[src/rtl/iorba_pkg.sv]
// Constants, register map and operation codes of the lower I/O register bank
package iorba_pkg;

   // ---------------------------------------------------------------
   // Geometry
   // ---------------------------------------------------------------
   localparam int REG_W = 8;
   localparam int NREG  = 32;
   localparam int BITS  = REG_W * NREG;

   // ---------------------------------------------------------------
   // Address windows
   // ---------------------------------------------------------------
   localparam logic [7:0] IO_TOP   = 8'h20;
   localparam logic [7:0] DATA_OFS = 8'h20;
   localparam logic [7:0] DATA_TOP = 8'h40;

   // ---------------------------------------------------------------
   // Register offsets
   // ---------------------------------------------------------------
   localparam logic [4:0] OFS_POWER_REDUCTION_CTRL   = 5'h00,
                          OFS_DIGITAL_INPUT_DISABLE  = 5'h01,
                          OFS_RESERVED_IO_02         = 5'h02,
                          OFS_CONVERTER_CTRL_B       = 5'h03,
                          OFS_CONVERTER_RESULT_LOW   = 5'h04,
                          OFS_CONVERTER_RESULT_HIGH  = 5'h05,
                          OFS_CONVERTER_CTRL_A       = 5'h06,
                          OFS_CONVERTER_CHANNEL_SEL  = 5'h07,
                          OFS_COMPARATOR_CTRL_STATUS = 5'h08,
                          OFS_RESERVED_IO_09         = 5'h09,
                          OFS_RESERVED_IO_0A         = 5'h0A,
                          OFS_TIMER1_INT_FLAGS       = 5'h0B,
                          OFS_TIMER1_INT_MASK        = 5'h0C,
                          OFS_SERIAL_UNIT_CTRL       = 5'h0D,
                          OFS_SERIAL_UNIT_STATUS     = 5'h0E,
                          OFS_SERIAL_UNIT_SHIFT_DATA = 5'h0F,
                          OFS_SERIAL_UNIT_BUFFER     = 5'h10,
                          OFS_RESERVED_IO_11         = 5'h11,
                          OFS_PIN_CHANGE_MASK_0      = 5'h12,
                          OFS_GENERAL_SCRATCH_0      = 5'h13,
                          OFS_GENERAL_SCRATCH_1      = 5'h14,
                          OFS_GENERAL_SCRATCH_2      = 5'h15,
                          OFS_PORT_B_INPUT           = 5'h16,
                          OFS_PORT_B_DIRECTION       = 5'h17,
                          OFS_PORT_B_OUTPUT          = 5'h18,
                          OFS_PORT_A_INPUT           = 5'h19,
                          OFS_PORT_A_DIRECTION       = 5'h1A,
                          OFS_PORT_A_OUTPUT          = 5'h1B,
                          OFS_NONVOLATILE_CTRL       = 5'h1C,
                          OFS_NONVOLATILE_DATA       = 5'h1D,
                          OFS_NONVOLATILE_ADDR_LOW   = 5'h1E,
                          OFS_NONVOLATILE_ADDR_HIGH  = 5'h1F;

   // ---------------------------------------------------------------
   // Bit kinds, byte 0x1F first; unlisted bits other than the port pin inputs are reserved, read zero
   // ---------------------------------------------------------------
   localparam logic [BITS-1:0] RW_ALL = {
      8'h01, 8'hFF, 8'hFF, 8'h3F, 8'hFF, 8'hFF, 8'h00, 8'h0F,
      8'h0F, 8'h00, 8'hFF, 8'hFF, 8'hFF, 8'hFF, 8'h00, 8'h00,
      8'hFF, 8'h0F, 8'hFF, 8'h27, 8'h00, 8'h00, 8'h00, 8'hCF,
      8'hFF, 8'hEF, 8'h00, 8'h00, 8'hD7, 8'h00, 8'hFF, 8'h0F};
   localparam logic [BITS-1:0] W1C_ALL = {
      8'h00, 8'h00, 8'h00, 8'h00, 8'h00, 8'h00, 8'h00, 8'h00,
      8'h00, 8'h00, 8'h00, 8'h00, 8'h00, 8'h00, 8'h00, 8'h00,
      8'h00, 8'hE0, 8'h00, 8'h00, 8'h27, 8'h00, 8'h00, 8'h10,
      8'h00, 8'h10, 8'h00, 8'h00, 8'h00, 8'h00, 8'h00, 8'h00};
   localparam logic [BITS-1:0] RO_ALL = {
      8'h00, 8'h00, 8'h00, 8'h00, 8'h00, 8'h00, 8'h00, 8'h00,
      8'h00, 8'h00, 8'h00, 8'h00, 8'h00, 8'h00, 8'h00, 8'hFF,
      8'h00, 8'h10, 8'h00, 8'h00, 8'h00, 8'h00, 8'h00, 8'h20,
      8'h00, 8'h00, 8'hFF, 8'hFF, 8'h00, 8'h00, 8'h00, 8'h00};

   localparam logic            CELL_RESET = 1'b0;
   localparam logic [BITS-1:0] BIT_ONE    = {{(BITS-1){1'b0}}, 1'b1};
   localparam logic [BITS-1:0] BYTE_ONES  = {{(BITS-REG_W){1'b0}}, 8'hFF};

   // ---------------------------------------------------------------
   // Core operations
   // ---------------------------------------------------------------
   typedef enum logic [2:0] {
      OP_READ     = 3'b000,
      OP_WRITE    = 3'b001,
      OP_SET_BIT  = 3'b010,
      OP_CLR_BIT  = 3'b011,
      OP_SKIP_SET = 3'b100,
      OP_SKIP_CLR = 3'b101
   } iorba_op_t;

endpackage

[src/rtl/iorba_pin_sync.sv]
// Two-stage synchroniser for port pin levels
`timescale 1ns/1ps
`default_nettype none
module iorba_pin_sync #(
   parameter int W = 8
) (
   // Clock and reset
   input  wire logic         ref_clk,
   input  wire logic         rst,
   // Pins and synchronised copy
   input  wire logic [W-1:0] pinIn,
   output logic      [W-1:0] pinOut
);
   logic [W-1:0] stage1_ff;
   logic [W-1:0] stage2_ff;

   always_ff @(posedge ref_clk) begin
      if (rst) begin
         stage1_ff <= '0;
         stage2_ff <= '0;
      end else begin
         stage1_ff <= pinIn;
         stage2_ff <= stage1_ff;
      end
   end

   assign pinOut = stage2_ff;
endmodule
`default_nettype wire

[src/rtl/iorba_flag_bit.sv]
// Status flag cell: hardware sets, writing one clears
`timescale 1ns/1ps
`default_nettype none
module iorba_flag_bit (
   // Clock and reset
   input  wire logic ref_clk,
   input  wire logic rst,
   // Set, clear and state
   input  wire logic setIn,
   input  wire logic clrIn,
   output logic      q
);
   import iorba_pkg::*;

   logic flag_ff;

   // Set beats clear so a coinciding event is never lost
   always_ff @(posedge ref_clk) begin
      if (rst) begin
         flag_ff <= CELL_RESET;
      end else if (setIn) begin
         flag_ff <= 1'b1;
      end else if (clrIn) begin
         flag_ff <= 1'b0;
      end
   end

   assign q = flag_ff;
endmodule
`default_nettype wire

[src/rtl/io_register_bit_access.sv]
// Lower I/O register bank with byte and single-bit access
`timescale 1ns/1ps
`default_nettype none
module io_register_bit_access (
   // Clock and reset
   input  wire logic                  ref_clk,
   input  wire logic                  rst,
   // Core request
   input  wire logic                  reqValid,
   input  wire iorba_pkg::iorba_op_t  reqOp,
   input  wire logic                  reqDataSpace,
   input  wire logic [7:0]            reqAddr,
   input  wire logic [2:0]            reqBit,
   input  wire logic [7:0]            reqWdata,
   // Core answer
   output logic                       rspValid,
   output logic                       rspErr,
   output logic                       rspSkip,
   output logic [7:0]                 rspRdata,
   // Peripheral side
   input  wire logic [iorba_pkg::BITS-1:0] flagSet,
   input  wire logic [iorba_pkg::BITS-1:0] roIn,
   input  wire logic [7:0]            port_a_input,
   input  wire logic [3:0]            port_b_input,
   output logic [iorba_pkg::BITS-1:0] regOut
);
   import iorba_pkg::*;

   // ---------------------------------------------------------------
   // Declarations
   // ---------------------------------------------------------------
   logic            ioSpace;
   logic            inIo;
   logic            inData;
   logic            mapped;
   logic [4:0]      effAddr;
   logic [7:0]      bitIdx;
   logic            isRsvd;
   logic            isBitOp;
   logic            isSkip;
   logic            isStore;
   logic            opValid;
   logic            reqErr;
   logic            writeHit;
   logic            bitOpHit;
   logic            setOp;
   logic            wantSet;
   logic [BITS-1:0] wrSel;
   logic [BITS-1:0] wrBits;
   logic [BITS-1:0] bitSel;
   logic [BITS-1:0] nxtBits;
   logic [BITS-1:0] clrBits;
   logic [BITS-1:0] regBits;
   logic [BITS-1:0] pinBits;
   logic [BITS-1:0] liveBits;
   logic [BITS-1:0] byteView;
   logic [7:0]      readByte;
   logic            bitVal;
   logic [7:0]      pinASync;
   logic [3:0]      pinBSync;
   logic [7:0]      nxt_rdata;
   logic            nxt_skip;
   logic            rspValid_ff;
   logic            rspErr_ff;
   logic            rspSkip_ff;
   logic [7:0]      rspRdata_ff;

   // ---------------------------------------------------------------
   // Pin synchronisers
   // ---------------------------------------------------------------
   iorba_pin_sync #(
      .W       (8)
   ) u_sync_a (
      .ref_clk (ref_clk),
      .rst     (rst),
      .pinIn   (port_a_input),
      .pinOut  (pinASync)
   );

   iorba_pin_sync #(
      .W       (4)
   ) u_sync_b (
      .ref_clk (ref_clk),
      .rst     (rst),
      .pinIn   (port_b_input),
      .pinOut  (pinBSync)
   );

   // ---------------------------------------------------------------
   // Address decode
   // ---------------------------------------------------------------
   assign ioSpace = !reqDataSpace;
   assign inIo    = ioSpace && (reqAddr < IO_TOP);
   // Data space mirror sits one window above the I/O numbers
   assign inData  = reqDataSpace && (reqAddr >= DATA_OFS)
                    && (reqAddr < DATA_TOP);
   assign mapped  = inIo || inData;
   assign effAddr = reqAddr[4:0];
   assign bitIdx  = {effAddr, reqBit};

   assign isRsvd  = (effAddr == OFS_RESERVED_IO_02)
                    || (effAddr == OFS_RESERVED_IO_09)
                    || (effAddr == OFS_RESERVED_IO_0A)
                    || (effAddr == OFS_RESERVED_IO_11);

   assign isBitOp = (reqOp == OP_SET_BIT) || (reqOp == OP_CLR_BIT);
   assign isSkip  = (reqOp == OP_SKIP_SET) || (reqOp == OP_SKIP_CLR);
   assign isStore = (reqOp == OP_WRITE) || isBitOp;
   assign opValid = isStore || isSkip || (reqOp == OP_READ);
   assign setOp   = (reqOp == OP_SET_BIT);
   assign wantSet = (reqOp == OP_SKIP_SET);

   // Bit operations only in the I/O window, never via data space
   assign reqErr  = !opValid
                    || !mapped
                    || ((isBitOp || isSkip) && !inIo)
                    || (isStore && isRsvd);

   assign writeHit = reqValid && !reqErr && (reqOp == OP_WRITE);
   assign bitOpHit = reqValid && !reqErr && isBitOp;

   // ---------------------------------------------------------------
   // Write steering
   // ---------------------------------------------------------------
   // Byte write lanes, placed at the addressed register
   assign wrSel  = writeHit ? (BYTE_ONES << {effAddr, 3'h0}) : '0;
   assign wrBits = writeHit
                   ? ({{(BITS-REG_W){1'b0}}, reqWdata} << {effAddr, 3'h0})
                   : '0;
   // Single-bit operations select one cell only
   assign bitSel = bitOpHit ? (BIT_ONE << bitIdx) : '0;

   // Plain storage cells: byte write, else bit op, else hold
   assign nxtBits = (wrSel & wrBits)
                    | (~wrSel & bitSel & {BITS{setOp}})
                    | (~wrSel & ~bitSel & regBits);

   // Flag cells: a one written, or a set-bit on that very cell, clears
   assign clrBits = wrBits | (bitSel & {BITS{setOp}});

   // ---------------------------------------------------------------
   // Register cells
   // ---------------------------------------------------------------
   // Reserved and read-only positions hold no state, so writes vanish
   for (genvar i = 0; i < BITS; i++) begin : g_bit
      if (W1C_ALL[i]) begin : g_flag
         iorba_flag_bit u_flag (
            .ref_clk (ref_clk),
            .rst     (rst),
            .setIn   (flagSet[i]),
            .clrIn   (clrBits[i]),
            .q       (regBits[i])
         );
      end else if (RW_ALL[i]) begin : g_rw
         logic cell_ff;
         always_ff @(posedge ref_clk) begin
            if (rst) begin
               cell_ff <= CELL_RESET;
            end else begin
               cell_ff <= nxtBits[i];
            end
         end
         assign regBits[i] = cell_ff;
      end else begin : g_none
         assign regBits[i] = CELL_RESET;
      end
   end

   assign regOut = regBits;

   // ---------------------------------------------------------------
   // Read path
   // ---------------------------------------------------------------
   assign pinBits = ({{(BITS-8){1'b0}}, pinASync} << {OFS_PORT_A_INPUT, 3'h0})
                    | ({{(BITS-4){1'b0}}, pinBSync} << {OFS_PORT_B_INPUT, 3'h0});

   // Stored state, live peripheral bits and pin levels merge here
   assign liveBits = (regBits & (RW_ALL | W1C_ALL))
                     | (roIn & RO_ALL)
                     | pinBits;

   assign byteView = liveBits >> {effAddr, 3'h0};
   assign readByte = byteView[7:0];
   assign bitVal   = liveBits[bitIdx];

   assign nxt_rdata = (reqValid && !reqErr && (reqOp == OP_READ))
                      ? readByte : 8'h00;
   // Skip when the tested bit equals the wanted level
   assign nxt_skip  = reqValid && !reqErr && isSkip
                      && (bitVal == wantSet);

   // ---------------------------------------------------------------
   // Answer registers
   // ---------------------------------------------------------------
   always_ff @(posedge ref_clk) begin
      if (rst) begin
         rspValid_ff <= 1'b0;
         rspErr_ff   <= 1'b0;
         rspSkip_ff  <= 1'b0;
         rspRdata_ff <= 8'h00;
      end else begin
         rspValid_ff <= reqValid;
         rspErr_ff   <= reqValid && reqErr;
         rspSkip_ff  <= nxt_skip;
         rspRdata_ff <= nxt_rdata;
      end
   end

   assign rspValid = rspValid_ff;
   assign rspErr   = rspErr_ff;
   assign rspSkip  = rspSkip_ff;
   assign rspRdata = rspRdata_ff;

   // ---------------------------------------------------------------
   // Checks
   // ---------------------------------------------------------------
   logic            rwHere;
   logic [BITS-1:0] rwView;
   logic [BITS-1:0] clrTarget;
   logic [BITS-1:0] keepFlags;

   assign rwHere    = RW_ALL[bitIdx];
   assign rwView    = regBits & RW_ALL;
   assign clrTarget = clrBits & W1C_ALL & ~flagSet;
   assign keepFlags = regBits & W1C_ALL & ~bitSel;

   // ---------------------------------------------------------------
   // Further checks
   // ---------------------------------------------------------------
   logic            clrRwReq;
   logic            clrFlagReq;
   logic            readReq;
   logic [BITS-1:0] hwSet;
   logic [BITS-1:0] rwMaskView;
   logic [BITS-1:0] cellView;

   assign clrRwReq   = reqValid && (reqOp == OP_CLR_BIT) && inIo && rwHere;
   // A flag raised in the same cycle rightly reads back as one
   assign clrFlagReq = reqValid && (reqOp == OP_CLR_BIT) && inIo
                       && W1C_ALL[bitIdx] && !flagSet[bitIdx];
   assign readReq    = reqValid && !reqErr && (reqOp == OP_READ);
   assign hwSet      = flagSet & W1C_ALL;
   assign rwMaskView = RW_ALL >> {effAddr, 3'h0};
   assign cellView   = regBits >> {effAddr, 3'h0};
endmodule
`default_nettype wire

[config.mk]
export PLATFORM = sky130hd
export DESIGN_NAME = io_register_bit_access
export DESIGN_NICKNAME = d
export VERILOG_FILES = /design/src/rtl/iorba_pkg.sv /design/src/rtl/iorba_pin_sync.sv /design/src/rtl/iorba_flag_bit.sv /design/src/rtl/io_register_bit_access.sv
export SDC_FILE = /design/constraint.sdc
export NUM_CORES = 1
export LEC_CHECK = 0
export BUFFER_PORTS_ARGS = -buffer_cell sky130_fd_sc_hd__buf_2
export CAP_MARGIN = 30
export CORE_AREA = 2 2 321 323
export CTS_CLUSTER_DIAMETER = 60
export DETAILED_ROUTE_END_ITERATION = 8
export DIE_AREA = 0 0 323 325
export GPL_ROUTABILITY_DRIVEN = 0
export PLACE_DENSITY = 0.41
export SLEW_MARGIN = 20
export SYNTH_ARGS = -nofsm -noshare
export SYNTH_HDL_FRONTEND = slang
export SYNTH_SLANG_ARGS = --single-unit
[constraint.sdc]
create_clock -name ref_clk -period 5.8 [get_ports ref_clk]
set_clock_uncertainty 0.05 [all_clocks]
set_input_delay 1.16 -clock ref_clk [delete_from_list [all_inputs] [get_ports ref_clk]]
set_output_delay 1.16 -clock ref_clk [all_outputs]
set_load 0.01 [all_outputs]
Word level (Yosys, flattened, before mapping)
Cells that the tools add are included.
Word-level totals
  register bits after elaboration: 186
  input port bits: 550
  logic and storage cells: 256
Cells by class
  order comparisons: 4
  eq/ne operators: 10
  shift-type cells: 4
  multiplexer cells: 23
  bitwise gates (word level): 15
  reduce and logical (&&, ||, !) cells: 41
Operators by type and width (number)
  AND 249 bit: 5
  2-to-1 mux 249 bit: 3
  inverter 249 bit: 2
  bitwise OR 249 bit: 2
  bitwise OR 249 x 136 -> 249 bit: 1
  bitwise OR 249 x 208 -> 249 bit: 1
  << shifter 1 x 8 -> 249 bit, first input constant: 1
  << shifter 8 x 8 -> 249 bit: 1
  << shifter 8 x 8 -> 249 bit, first input constant: 1
  right shift 249 x 8 -> 8 bit: 1
  bitwise OR 208 x 180 -> 208 bit: 1
  AND 120 bit: 1
  bitwise OR 120 bit: 1
  2-to-1 mux 1 bit: 19
  nonzero test 2 bit: 9
  logical OR 1 bit: 13
  logical AND 1 bit: 12
  == test 5 x 4 -> 1 bit, second input constant: 2
  less-than comparator 8 x 9 -> 1 bit, second input constant: 1
  binary-select mux 1 bit (select 8 bit): 1
  >= comparator 8 x 6 -> 1 bit, second input constant: 1
  less-than comparator 8 x 6 -> 1 bit, second input constant: 1
  less-than comparator 8 x 7 -> 1 bit, second input constant: 1
  == test 3 x 2 -> 1 bit, second input constant: 2
  other kinds (9): 14

Depth between registers and ports, before layout
  word-level depth: 18
  gate-level depth with buffers: 11

Hierarchy
From an unflattened synthesis, not the netlist that was laid out.
Unflattened totals
  cells, all modules: 1700
  area, all modules: 14022.2 µm²
By module, submodules not included
  io_register_bit_access: times used 1, cells an instance 1615, area an instance 12998.7 µm²
  iorba_pin_sync (u_sync_a): times used 1, cells an instance 33, area an instance 464.2 µm²
  iorba_flag_bit: times used 9, cells an instance 4, area an instance 38.8 µm²
  iorba_pin_sync (u_sync_b): times used 1, cells an instance 16, area an instance 210.2 µm²

Worst setup path after synthesis
No wires, ideal clock.
  path type: in2reg
  from: in reqOp[1]
  to: reg g_bit[144].g_rw.cell_ff
  data arrival time: 3.220 ns
  path slack: 2.398 ns
  stages on the path: 10
  path through: inv_1 -> ha_1 -> and3_1 -> o211ai_2 -> a211oi_4 -> nand2_2 -> or4_1 -> buf_2 -> a31oi_1 -> a21oi_1
On the way
  word-level cells in the longest chain between the ends: 18
  elaborated cells between the ends (all ways): 34
  classes of those cells: eq/ne: 5; mux: 3; bitwise: 9; reduce/logical: 17
Ends and longest elaborated chain
  start, declared: line io_register_bit_access.sv:10  | input wire iorba_pkg::iorba_op_t reqOp,
  == test 3 x 2 -> 1 bit (on tied branches)
  logical OR 1 bit: line io_register_bit_access.sv:106  | assign isBitOp = (reqOp == OP_SET_BIT) || (reqOp == OP_CLR_BIT);
  logical OR 1 bit: line io_register_bit_access.sv:108  | assign isStore = (reqOp == OP_WRITE) || isBitOp;
  logical OR 1 bit (2 in a row): line io_register_bit_access.sv:109  | assign opValid = isStore || isSkip || (reqOp == OP_READ);
  zero test 1 bit: line io_register_bit_access.sv:114  | assign reqErr = !opValid
  logical OR 1 bit: line io_register_bit_access.sv:115  | || !mapped
  logical OR 1 bit: line io_register_bit_access.sv:116  | || ((isBitOp || isSkip) && !inIo)
  logical OR 1 bit: line io_register_bit_access.sv:117  | || (isStore && isRsvd);
  zero test 1 bit
  logical AND 1 bit
  logical AND 1 bit: line io_register_bit_access.sv:119  | assign writeHit = reqValid && !reqErr && (reqOp == OP_WRITE);
  2-to-1 mux 249 bit: line io_register_bit_access.sv:126  | assign wrSel = writeHit ? (BYTE_ONES << {effAddr, 3'h0}) : '0;
  inverter 249 bit: line io_register_bit_access.sv:135, io_register_bit_access.sv:136
  AND 249 bit (2 in a row): line io_register_bit_access.sv:135  | | (~wrSel & bitSel & {BITS{setOp}})
  bitwise OR 249 bit: line io_register_bit_access.sv:135
  bitwise OR 249 bit (*): line io_register_bit_access.sv:136  | | (~wrSel & ~bitSel & regBits);
  end signal, assigned: line io_register_bit_access.sv:160  | cell_ff <= nxtBits[i];
  end, declared: line io_register_bit_access.sv:155  | logic cell_ff;
Mark *: on every way between the ends. The rest lies on a longest branch, timed or not.
A chain may end at the register's enable or synchronous reset.

Final worst setup path
  from: in reqAddr[0]
  to: reg g_bit[168].g_rw.cell_ff
On the way
  word-level cells in the longest chain between the ends: 17
  elaborated cells between the ends (all ways): 40
  classes of those cells: order compare: 3; eq/ne: 4; shift: 3; mux: 3; bitwise: 9; reduce/logical: 18
Ends and longest elaborated chain
  start, declared: line io_register_bit_access.sv:12  | input wire logic [7:0] reqAddr,
  >= comparator 8 x 6 -> 1 bit: line io_register_bit_access.sv:95  | assign inData = reqDataSpace && (reqAddr >= DATA_OFS)
  logical AND 1 bit: line io_register_bit_access.sv:95
  logical AND 1 bit: line io_register_bit_access.sv:96  | && (reqAddr < DATA_TOP);
  logical OR 1 bit: line io_register_bit_access.sv:97  | assign mapped = inIo || inData;
  zero test 1 bit: line io_register_bit_access.sv:115
  logical OR 1 bit: line io_register_bit_access.sv:115
  logical OR 1 bit: line io_register_bit_access.sv:116
  logical OR 1 bit: line io_register_bit_access.sv:117
  zero test 1 bit
  logical AND 1 bit
  logical AND 1 bit: line io_register_bit_access.sv:119
  2-to-1 mux 249 bit: line io_register_bit_access.sv:126
  inverter 249 bit: line io_register_bit_access.sv:135, io_register_bit_access.sv:136
  AND 249 bit (2 in a row): line io_register_bit_access.sv:135
  bitwise OR 249 bit: line io_register_bit_access.sv:135
  bitwise OR 249 bit (*): line io_register_bit_access.sv:136
  end signal, assigned: line io_register_bit_access.sv:160
  end, declared: line io_register_bit_access.sv:155
Marked as above.

==> impl_metrics.tcl <==
set metrics [dict create \
    cts_hold_buf 0 \
    final_cell_mix "buf_2 (230), dfxtp_1 (186), a21oi_1 (151)" \
    overflow 0 \
    report.final.hold_viol_count 0 \
    critical_path_class "input pin to flop" \
    use_met2 0.2439 \
    worst_slew_pin_slew_ns 1.050 \
    drt-total-wl_um 86930 \
    ctsResizeCount 0 \
    cts_tree "done" \
    async_flop_share 0 \
    drt_iter0_markers 1862 \
    nets 2225 \
    slowest_delay_ns 0.91 \
    synth_seq_cells 186 \
    pin_count 817 \
    dieArea_um2 105000 \
    grt.met3_usage 0.06836 \
    drive_gt1_frac 0.2653 \
    clock.fmax_mhz 228.7 \
    synth_ff_type "dfxtp_1" \
    drt_first_pass_iters 6 \
    leakage_nw 5.427 \
    ff_latch_area_um2 3724 \
    setup_viol 0 \
    post-place-cells 3020 \
    slew_headroom 0.2923 \
    cts_root_buf "clkbuf_16" \
    cp_max_fo 32 \
    vdd.ir_drop.worst_uv 205.7 \
    clkTransAtPathRegs_ns 0.08 \
    power_frac_comb 0.147 \
    track_usage 0.1603 \
    via_per_inst 4.524 \
    wl_per_cell_um 28.42 \
    power_density_nw_per_um2 194.2 \
    synth_enable_flop_cells 0 \
    outcome "complete, no violations" \
    crit_chain "buf_4, buf_4, nor2b_2, nand2_1, nor2_1, nand2_1, mux2i_1, a211oi_1" \
    synth_cell_types 81 \
    p_int_mw 2.083 \
    multi_input_area_um2 8053 \
    antenna_found_initial 13 \
    crit_path_end_kind "flop" \
    stdcell_count 3059 \
    slew_viol_final 0 \
    rows 117 \
    use_met1 0.1991 \
    switching_share 0.3235 \
    post-route-period-util 0.7537 \
    num_vias 13840 \
    timing.hold.ws_ns 0.3895 \
    postSynthCellCount 1636 \
    clkPwrFrac 0.431 \
    p_sw_mw 0.9962 \
    fill_cells 11690 \
    drtAntennaViolNets 0 \
    hpwl_um 66150 \
    maxCapViolCount 0 \
    yosys_warnings 0 \
    grt_busiest_layer "met2" \
    die_x_um 323 \
    syn_area_um2 13880 \
    cts_buffers 17 \
    cp-start-kind "input pin" \
    crit_slowest_cell "nor2b_2" \
    seq_area_frac_synth 0.2682 \
    cts_max_path_buffers 2 \
    cts_setup_buffers 0 \
    rsz0062_at_grt "false" \
    clock_latency_ns 0.49 \
    fin_crit_ns 4.372 \
    core-area_um2 101300 \
    remaining_drc_errors 0 \
    critical_path_arrival_ns 4.72 \
    grt_max_degree 72 \
    initial_core_util 0.1370 \
    grt_pass1_vias 12910 \
    areaGrowthSynthToFinish_pct 14.25 \
    seqPwrFrac 0.422 \
    port_buffers 234 \
    layout_commonest_cell "buf_2" \
    avgSynthCellArea_um2 8.485 \
    clock_sinks 186 \
    fin_setup_tns_ns 0 \
    die_h_um 325 \
    grt_pass1_wl_um 115800 \
    htree_levels 4 \
    crit_required_ns 6.15 \
    hold_path.class "flop to flop" \
]
## layer usage
layer / share of wire / up-vias
li1: - / 5835
met1: 0.39 / 6879
met2: 0.44 / 962
met3: 0.13 / 152
met4: 0.039 / 10
met5: 0.0025 / -
## registers in the layout (all words and copies together) (netlist names)
name and count:
g_bit.g_flag.u_flag.q 9, g_bit.g_rw.cell_ff 142, rspErr 1, rspRdata 8, rspSkip 1, rspValid 1, u_sync_a.pinOut 8, u_sync_a.stage1_ff 8
u_sync_b.pinOut 4, u_sync_b.stage1_ff 4
## cells in the mapped netlist, types with 31 or more instances
master | instances | area (um2)
buf_4 | 263 | 1974
dfxtp_1 | 186 | 3724
a21oi_1 | 151 | 755.7
nand2_1 | 139 | 521.8
a22oi_1 | 115 | 863.3
nor2_1 | 102 | 382.9
clkbuf_1 | 79 | 296.5
o211ai_1 | 77 | 578.1
mux4_2 | 64 | 1441
nand3_1 | 64 | 320.3
mux2i_1 | 40 | 400.4
nor2b_1 | 31 | 193.9
## power by group through the flow
| stage | clock [mW] | combinational [mW] | sequential (mW) |
|---|---|---|---|
| 2_1_floorplan | 0 | 0.309 | 1.32 |
| 3_3_place_gp | 0 | 0.440 | 1.33 |
| 3_5_place_dp | 0 | 0.439 | 1.33 |
| 4_1_cts | 1.36 | 0.440 | 1.30 |
| 5_1_grt | 1.39 | 0.465 | 1.30 |
| 6_report | 1.33 | 0.453 | 1.30 |
## metrics by stage
stage          area, um2  setup slack (ns)  power (mW)  utilization
2_1_floorplan      14270             2.398       1.633            -
3_3_place_gp       15180             1.069       1.771       0.1498
3_5_place_dp       15200             1.074       1.770       0.1501
4_1_cts            15830             1.591       3.096       0.1563
5_1_grt            15850             1.401       3.157       0.1564
6_report           15860             1.428       3.079       0.1566
## logic make-up after synthesis
| logic type | share of synthesized area |
|---|---|
| AND/OR/NAND/NOR | 0.1499 |
| AO/OA/AOI/OAI | 0.2507 |
| multiplexers | 0.1457 |
| XOR/XNOR | 0.001172 |
| other | 0.0002701 |
| adder cells (fa/ha/maj) | 0.002704 |
| flip-flops | 0.2682 |
| buffers and inverters | 0.1814 |
## critical path, delay by kind of cell
kind                   cells  cell delay (ns)
AO/OA/AOI/OAI              1             0.23
multiplexers               1             0.16
buffers and inverters      2             0.71
AND/OR/NAND/NOR            4             2.45
## final cells by class
class / count / share of cell area
multi-input cells: 1157 / 0.5077
flip-flops and latches: 186 / 0.2348
well taps: 1368 / 0.1079
repair buffers: 295 / 0.1056
clock buffers: 19 / 0.02856
clock inverters: 13 / 0.01097
inverters: 15 / 0.003550
diodes: 6 / 0.0009467
## final timing paths
| kind | startpoint | endpoint | slack, ns | cells past startpoint |
|---|---|---|---|---|
| worst min register to register | u_sync_b.stage1_ff[3] | u_sync_b.pinOut[3] | 0.39 | 1 |
| worst max-delay path | reqAddr[0] | g_bit[168].g_rw.cell_ff | 1.43 | 8 |
| worst min-delay path | u_sync_b.stage1_ff[3] | u_sync_b.pinOut[3] | 0.39 | 1 |
| worst max register to register | g_bit[58].g_rw.cell_ff | rspSkip | 3.14 | 7 |
(Power assumes the default switching activity.)
